[src/core/dac_ctrl_pkg.sv]
// constants for the dac configuration word and channel monitor decoder
//
// Contract
// RL1 - bit 11 sets powered-down output state
// RL2 - bit 10 picks internal reference level
// RL3 - bit 9 turns amplifier current boost on
// RL4 - bit 8 picks internal or external reference
// RL5 - bit 7 enables monitor, else three-stated
// RL6 - bit 6 enables over-temperature amplifier shutdown
// RL7 - soft power-up re-enables only when cool
// RL8 - bits 5 and 4 have no function
// RL9 - bits 3..0 enable toggle per group
// RL10 - load strobe flips enabled channels between A/B
// RL11 - monitor select: command address 01010, code bits 11..6
// RL12 - host enables monitor before selecting a channel
// RL13 - codes 0-31 dac, 34-37 aux inputs
// RL14 - code 63 three-states the monitor output
// RL15 - config word read/written at command address 01100
// RL16 - soft power-up command powers the amplifiers
// RL17 - undefined monitor codes three-state the output
// RL18 - read returns last write, bits 5:4 zero
`default_nettype none
package dac_ctrl_pkg;
  // ----------------------------------------------------------------
  // command decode
  // ----------------------------------------------------------------
  localparam logic [1:0]  REG_SEL_SPECIAL = 2'h0;
  localparam logic [4:0]  ADDR_SOFT_PD    = 5'h08;
  localparam logic [4:0]  ADDR_SOFT_PU    = 5'h09;
  localparam logic [4:0]  ADDR_MON_SEL    = 5'h0A;
  localparam logic [4:0]  ADDR_CFG        = 5'h0C;
  // ----------------------------------------------------------------
  // configuration word layout
  // ----------------------------------------------------------------
  localparam int          CFG_W           = 12;
  localparam int          BIT_PD_STATE    = 11;
  localparam int          BIT_REF_LEVEL   = 10;
  localparam int          BIT_BOOST       = 9;
  localparam int          BIT_REF_EN      = 8;
  localparam int          BIT_MON_EN      = 7;
  localparam int          BIT_THERM_EN    = 6;
  localparam int          TOGGLE_LSB      = 0;
  localparam int          NUM_GROUPS      = 4;
  localparam logic [11:0] CFG_KEEP_MASK   = 12'hFCF;
  // bit 10 reset follows the 2.5 v variant; change for the 1.25 v one
  localparam logic [11:0] CFG_RESET       = 12'hC00;
  // ----------------------------------------------------------------
  // channel monitor
  // ----------------------------------------------------------------
  localparam int          MON_CODE_MSB    = 11;
  localparam int          MON_CODE_LSB    = 6;
  localparam int          NUM_CH          = 32;
  localparam int          GROUP_SIZE      = 8;
  localparam logic [5:0]  MON_DAC_LAST    = 6'h1F;
  localparam logic [5:0]  MON_AUX_FIRST   = 6'h22;
  localparam logic [5:0]  MON_AUX_LAST    = 6'h25;
  localparam logic [5:0]  MON_CODE_OFF    = 6'h3F;
endpackage
`default_nettype wire

[src/core/dac_ctrl_mon.sv]
// configuration word, power/thermal state, toggle select and monitor routing
`default_nettype none
module dac_ctrl_mon
  import dac_ctrl_pkg::*;
(
  input  wire logic        CLK,
  input  wire logic        ARST_N,
  input  wire logic        CMD_VALID,
  input  wire logic        CMD_RW,
  input  wire logic [1:0]  CMD_REG_SEL,
  input  wire logic [4:0]  CMD_ADDR,
  input  wire logic [11:0] CMD_DATA,
  input  wire logic        LOAD_DAC_STROBE_N,
  input  wire logic        OVER_TEMP,
  output logic      [11:0] RD_DATA,
  output logic             RD_VALID,
  output logic             POWERDOWN_OUTPUT_STATE,
  output logic             INTERNAL_REF_LEVEL_SEL,
  output logic             AMP_CURRENT_BOOST,
  output logic             INTERNAL_REF_ENABLE,
  output logic             MONITOR_ENABLE,
  output logic             THERMAL_SHUTDOWN_ENABLE,
  output logic [3:0]       TOGGLE_GROUP_ENABLES,
  output logic             AMPS_POWERED,
  output logic             THERMAL_TRIPPED,
  output logic [31:0]      CHANNEL_SEL_B,
  output logic             MONITOR_OUTPUT_EN,
  output logic             MONITOR_SRC_AUX,
  output logic [4:0]       MONITOR_DAC_CHANNEL,
  output logic [1:0]       MONITOR_AUX_SEL
);

  // ----------------------------------------------------------------
  // state
  // ----------------------------------------------------------------
  typedef struct packed {
    logic [11:0] cfg;
    logic [5:0]  mon_code;
    logic        mon_oe;
    logic        mon_aux;
    logic [4:0]  mon_ch;
    logic [1:0]  mon_aux_sel;
    logic        amps_on;
    logic        therm_trip;
    logic [31:0] sel_b;
    logic [11:0] rd_data;
    logic        rd_valid;
    logic        ot_s1;
    logic        ot_s2;
    logic        ld_s1;
    logic        ld_s2;
    logic        ld_s3;
  } state_t;

  state_t st_reg;
  state_t st_next;

  localparam state_t ST_RESET = '{
    cfg:         CFG_RESET,
    mon_code:    MON_CODE_OFF,
    mon_oe:      1'b0,
    mon_aux:     1'b0,
    mon_ch:      5'h00,
    mon_aux_sel: 2'h0,
    amps_on:     1'b1,
    therm_trip:  1'b0,
    sel_b:       32'h0000_0000,
    rd_data:     12'h000,
    rd_valid:    1'b0,
    ot_s1:       1'b0,
    ot_s2:       1'b0,
    ld_s1:       1'b1,
    ld_s2:       1'b1,
    ld_s3:       1'b1
  };

  // ----------------------------------------------------------------
  // decoding shared by logic and checks
  // ----------------------------------------------------------------
  function automatic logic is_cmd(input logic [1:0] rs, input logic [4:0] a,
                                  input logic [4:0] want);
    return (rs == REG_SEL_SPECIAL) && (a == want);
  endfunction

  // only dac codes and the four aux codes route; the rest stay off
  function automatic logic mon_routable(input logic [5:0] code);
    return (code <= MON_DAC_LAST) || ((code >= MON_AUX_FIRST) && (code <= MON_AUX_LAST));
  endfunction

  logic cmd_wr;
  logic cmd_rd;
  logic cmd_cfg_wr;
  logic cmd_cfg_rd;
  logic cmd_mon;
  logic cmd_pu;
  logic cmd_pd;
  logic ld_fall;
  logic [5:0] cmd_code;

  assign cmd_wr     = CMD_VALID && !CMD_RW;
  assign cmd_rd     = CMD_VALID && CMD_RW;
  assign cmd_cfg_wr = cmd_wr && is_cmd(CMD_REG_SEL, CMD_ADDR, ADDR_CFG); // [RL15]
  assign cmd_cfg_rd = cmd_rd && is_cmd(CMD_REG_SEL, CMD_ADDR, ADDR_CFG); // [RL15]
  assign cmd_mon    = cmd_wr && is_cmd(CMD_REG_SEL, CMD_ADDR, ADDR_MON_SEL); // [RL11]
  assign cmd_pu     = cmd_wr && is_cmd(CMD_REG_SEL, CMD_ADDR, ADDR_SOFT_PU); // [RL16]
  assign cmd_pd     = cmd_wr && is_cmd(CMD_REG_SEL, CMD_ADDR, ADDR_SOFT_PD);
  // low bits of the data are not looked at
  assign cmd_code   = CMD_DATA[MON_CODE_MSB:MON_CODE_LSB]; // [RL11]
  // strobe is active low: act on the falling edge only
  assign ld_fall    = st_reg.ld_s3 && !st_reg.ld_s2;

  // ----------------------------------------------------------------
  // next state
  // ----------------------------------------------------------------
  always_comb begin
    st_next = st_reg;
    // pins from outside pass two flops first
    st_next.ot_s1 = OVER_TEMP;
    st_next.ot_s2 = st_reg.ot_s1;
    st_next.ld_s1 = LOAD_DAC_STROBE_N;
    st_next.ld_s2 = st_reg.ld_s1;
    st_next.ld_s3 = st_reg.ld_s2;
    st_next.rd_valid = 1'b0;

    if (cmd_cfg_wr) begin
      st_next.cfg = CMD_DATA & CFG_KEEP_MASK; // [RL8] [RL18]
    end
    if (cmd_cfg_rd) begin
      st_next.rd_data  = st_reg.cfg; // [RL18]
      st_next.rd_valid = 1'b1;
    end
    // a select issued while the monitor is off is dropped
    if (cmd_mon && st_reg.cfg[BIT_MON_EN]) begin
      st_next.mon_code = cmd_code; // [RL12]
    end

    if (cmd_pd) begin
      st_next.amps_on = 1'b0;
    end
    if (cmd_pu && !(st_reg.cfg[BIT_THERM_EN] && st_reg.ot_s2)) begin
      st_next.amps_on    = 1'b1; // [RL16] [RL7]
      st_next.therm_trip = 1'b0;
    end
    // thermal trip wins over any power-up in the same cycle
    if (st_reg.cfg[BIT_THERM_EN] && st_reg.ot_s2) begin
      st_next.amps_on    = 1'b0; // [RL6]
      st_next.therm_trip = 1'b1;
    end

    for (int ch = 0; ch < NUM_CH; ch++) begin
      if (!st_next.cfg[TOGGLE_LSB + ch / GROUP_SIZE]) begin
        st_next.sel_b[ch] = 1'b0; // [RL9]
      end else if (ld_fall) begin
        st_next.sel_b[ch] = !st_reg.sel_b[ch]; // [RL10]
      end
    end

    // routing is registered from the next code and enable
    st_next.mon_oe      = st_next.cfg[BIT_MON_EN] &&
                          mon_routable(st_next.mon_code); // [RL5] [RL14] [RL17]
    st_next.mon_aux     = st_next.mon_code > MON_DAC_LAST; // [RL13]
    st_next.mon_ch      = st_next.mon_code[4:0];
    st_next.mon_aux_sel = 2'(st_next.mon_code - MON_AUX_FIRST);
  end

  always_ff @(posedge CLK or negedge ARST_N) begin
    if (!ARST_N) begin
      st_reg <= ST_RESET;
    end else begin
      st_reg <= st_next;
    end
  end

  // ----------------------------------------------------------------
  // outputs
  // ----------------------------------------------------------------
  assign RD_DATA                 = st_reg.rd_data;
  assign RD_VALID                = st_reg.rd_valid;
  assign POWERDOWN_OUTPUT_STATE  = st_reg.cfg[BIT_PD_STATE]; // [RL1]
  assign INTERNAL_REF_LEVEL_SEL  = st_reg.cfg[BIT_REF_LEVEL]; // [RL2]
  assign AMP_CURRENT_BOOST       = st_reg.cfg[BIT_BOOST]; // [RL3]
  assign INTERNAL_REF_ENABLE     = st_reg.cfg[BIT_REF_EN]; // [RL4]
  assign MONITOR_ENABLE          = st_reg.cfg[BIT_MON_EN]; // [RL5]
  assign THERMAL_SHUTDOWN_ENABLE = st_reg.cfg[BIT_THERM_EN]; // [RL6]
  assign TOGGLE_GROUP_ENABLES    = st_reg.cfg[TOGGLE_LSB +: NUM_GROUPS]; // [RL9]
  assign AMPS_POWERED            = st_reg.amps_on;
  assign THERMAL_TRIPPED         = st_reg.therm_trip;
  assign CHANNEL_SEL_B           = st_reg.sel_b;
  assign MONITOR_OUTPUT_EN       = st_reg.mon_oe;
  assign MONITOR_SRC_AUX         = st_reg.mon_aux;
  assign MONITOR_DAC_CHANNEL     = st_reg.mon_ch;
  assign MONITOR_AUX_SEL         = st_reg.mon_aux_sel;
endmodule
`default_nettype wire

[config.mk]
export PLATFORM = sky130hd
export DESIGN_NAME = dac_ctrl_mon
export DESIGN_NICKNAME = d
export VERILOG_FILES = /design/src/core/dac_ctrl_pkg.sv /design/src/core/dac_ctrl_mon.sv
export SDC_FILE = /design/constraint.sdc
export NUM_CORES = 1
export LEC_CHECK = 0
export BUFFER_PORTS_ARGS = -buffer_cell sky130_fd_sc_hd__buf_4
export CAP_MARGIN = 15
export CORE_MARGIN = 2
export CORE_UTILIZATION = 55
export CTS_BUF_LIST = sky130_fd_sc_hd__clkbuf_8
export CTS_CLUSTER_DIAMETER = 50
export DETAILED_ROUTE_END_ITERATION = 8
export PLACE_DENSITY = 0.85
export SLEW_MARGIN = 20
export SYNTH_ARGS = -nofsm -noshare
export SYNTH_HDL_FRONTEND = slang
export SYNTH_SLANG_ARGS = --single-unit
[constraint.sdc]
create_clock -name CLK -period 2 [get_ports CLK]
set_input_delay 0.2 -clock CLK [delete_from_list [all_inputs] [get_ports CLK]]
set_output_delay 0.2 -clock CLK [all_outputs]
set_load 0.01 [all_outputs]
==> run_results.csv <==
group,metric,value,unit
placed_design,gp_congestion,0.7649,
die,core_area,5816,um^2
sta,fin_ws,578.6,ps
clock_tree,htreeDepth,3,
synthesis,synth-simple-area-share,0.07083,
clock_tree,cts_buffers,9,
setup_path,required,2210,ps
placed_design,place_ws,228.6,ps
clock_tree,clkTransAtPathRegs,60,ps
setup_path,crit_arrival,1630,ps
clock_tree,cts_setup_buffers,0,
synthesis,netlist_area,3268,um^2
grt,grt_max_degree,45,
sta,worst_pin_slew,556.9,ps
clock_tree,clk_path_buf_depth,2,
cells_and_area,drive_above_1_share,0.4867,
clock_tree,cts_root_buffer,"clkbuf_8",
sta,post-route-period-util,0.7107,
outcome,status,"completed",
detailed_routing,wl_met2,2587,um
placed_design,dp_cells,356,
setup_path,critPathKind,"in -> reg",
sta,hold_viol_final,0,
setup_path,worstPathMaxFanout,11,
clock_tree,clock-sinks,74,
detailed_routing,wirelength_met1,2202,um
grt,track_usage,0.1749,
grt,grt_pass1_vias,1770,
detailed_routing,antenna_left,0,
placed_design,hpwl,3825,um
grt,antenna_found_initial,0,
setup_path,start_kind,"primary input",
cells_and_area,final_cells,375,
sta,clock_skew,6.738,ps
setup_path,end_kind,"register",
pwr,p_leak,0.001885,uW
detailed_routing,viasPerCell,4.771,
grt,overflow,0,
cells_and_area,largest_register_ffs,32,
die,row_count,28,
synthesis,synth_top_family_by_area,"buffers and inverters",
die,pin_count,91,
sta,slew_headroom,0.6287,
cells_and_area,syn2layout_area_growth,16.46,%
cells_and_area,final_net_count,320,
clock_tree,cts_resized,0,
cells_and_area,final_cell_mix,"buf_4, dfrtp_1, xnor2_1, nor2_1, mux2_2",
synthesis,synth_compound_area_frac,0.01302,
synthesis,synth_seq_area_share,0.5712,
synthesis,ys_warn_count,0,
detailed_routing,drc,0,
detailed_routing,drtIter0Drc,48,
detailed_routing,dr_wl_met3,471,um
clock_tree,cts_hold_buffers,3,
setup_path,regToRegSetupSlack,600,ps
synthesis,muxShareOfSynthArea,0.1064,
detailed_routing,highest_layer,"met4",
sta,fmax,703.6,MHz
synthesis,synth_xor_area_frac,0.09112,
synthesis,yosys.cell_types.count,29,
cells_and_area,num_antenna_cells,0,
job,drv_cap,0,
placed_design,portBuffers,86,
synthesis,synthCells,252,
die,die_w,81.09,um
clock_tree,clock_latency,330,ps
detailed_routing,avgRoutedWirePerCell,14.12,um
clock_tree,tritoncts,"done",
sta,slew_violations,0,
detailed_routing,num_vias,1789,
grt,grt_pass1_wl,8562,um
sta,rsz0062_at_grt,"false",
synthesis,postSynthAreaPerCell,12.97,um^2
sta,finalSetupViolCount,0,
die,die_y,81.09,um
detailed_routing,wirelength,5295,um
cells_and_area,final_common_cell,"buf_4",
die,start_util,0.5620,
hold_path,min_path_type,"in -> reg",
die,die_area,6575,um^2
cells_and_area,fill_cells,446,
sta,period_minus_slack,1421,ps
synthesis,synthAdderAreaFrac,0,
pwr,pwr_density_cell,738.4,nW/um^2
sta,setup-tns-final,0,ps
pwr,irDropWorstVdd,0.0006047,V
synthesis,synth-seq-cells,74,
detailed_routing,first_pass_iters,4,
logic make-up after synthesis:
| logic type | count (synthesis) |
|---|---|
| AND/OR/NAND/NOR | 44 |
| buffers and inverters | 67 |
| multiplexers | 27 |
| AO/OA/AOI/OAI | 5 |
| XOR/XNOR | 34 |
| other | 1 |
| flip-flops | 74 |
worst paths after layout:
check	to	cells after the start	startpoint
min	MONITOR_AUX_SEL[1]	2	CMD_DATA[7]
max reg2reg	MONITOR_AUX_SEL[0]	2	MONITOR_ENABLE
max	RD_DATA[2]	5	CMD_ADDR[0]
min reg2reg	st_reg[3]	0	st_next[3]
max in group asynchronous	INTERNAL_REF_LEVEL_SEL	3	ARST_N
min in group asynchronous	THERMAL_TRIPPED	2	ARST_N
worst max-delay path: stages:
cell	delay, ps
buf_4	130
nor4b_4	300
nand3b_1	100
and4bb_2	530
mux2_2	380
power breakdown:
group,internal [uW],switching [uW]
combinational,128,122
sequential,1540,25.6
clock,503,493
synthesized netlist by cell type:
cell type	n	area share
a22o_1	1	0.0027
a22oi_1	1	0.0023
and4_1	1	0.0027
and4bb_2	1	0.0038
buf_2	4	0.0061
buf_4	55	0.13
buf_6	2	0.0069
clkbuf_1	1	0.0011
conb_1	1	0.0011
dfrtp_1	62	0.47
dfstp_2	12	0.096
inv_1	5	0.0057
mux2_2	22	0.076
mux2i_1	1	0.0031
mux2i_4	4	0.028
nand2_1	2	0.0023
nand3_1	1	0.0015
nand3b_1	1	0.0023
nand4b_1	1	0.0027
nor2_1	32	0.037
nor2b_1	1	0.0019
nor3b_1	1	0.0023
nor4b_1	1	0.0027
nor4b_2	1	0.0046
nor4b_4	1	0.0073
o211a_1	1	0.0031
o311ai_0	1	0.0027
o31ai_1	1	0.0023
xnor2_1	34	0.091
stage by stage:
step	utilization	total power (uW)	hold slack, ps	instance area, um^2
floorplan	-	1717	-95.59	3272
global placement	0.6194	1833	225.7	3602
detailed placement	0.6194	1841	230.8	3602
CTS	0.6545	2845	85.34	3806
global route	0.6545	2957	97.99	3806
finish	0.6545	2810	104.2	3806
final cells by class:
cell class | count | area (um^2) | share of cell area
Multi-Input combinational cell | 112 | 934.6 | 0.2456
Sequential cell | 74 | 1867 | 0.4905
Clock buffer | 11 | 151.4 | 0.03978
Inverter | 5 | 18.77 | 0.004931
Clock inverter | 5 | 22.52 | 0.005917
Timing Repair Buffer | 93 | 718.2 | 0.1887
Tap cell | 75 | 93.84 | 0.02465
per-layer routing:
layer,vias up,GRT usage
li1,834,-
met1,883,0.2274
met2,67,0.2711
met3,5,0.06889
met4,0,0.05593
met5,-,0
Power figures use the tool's default switching activity.
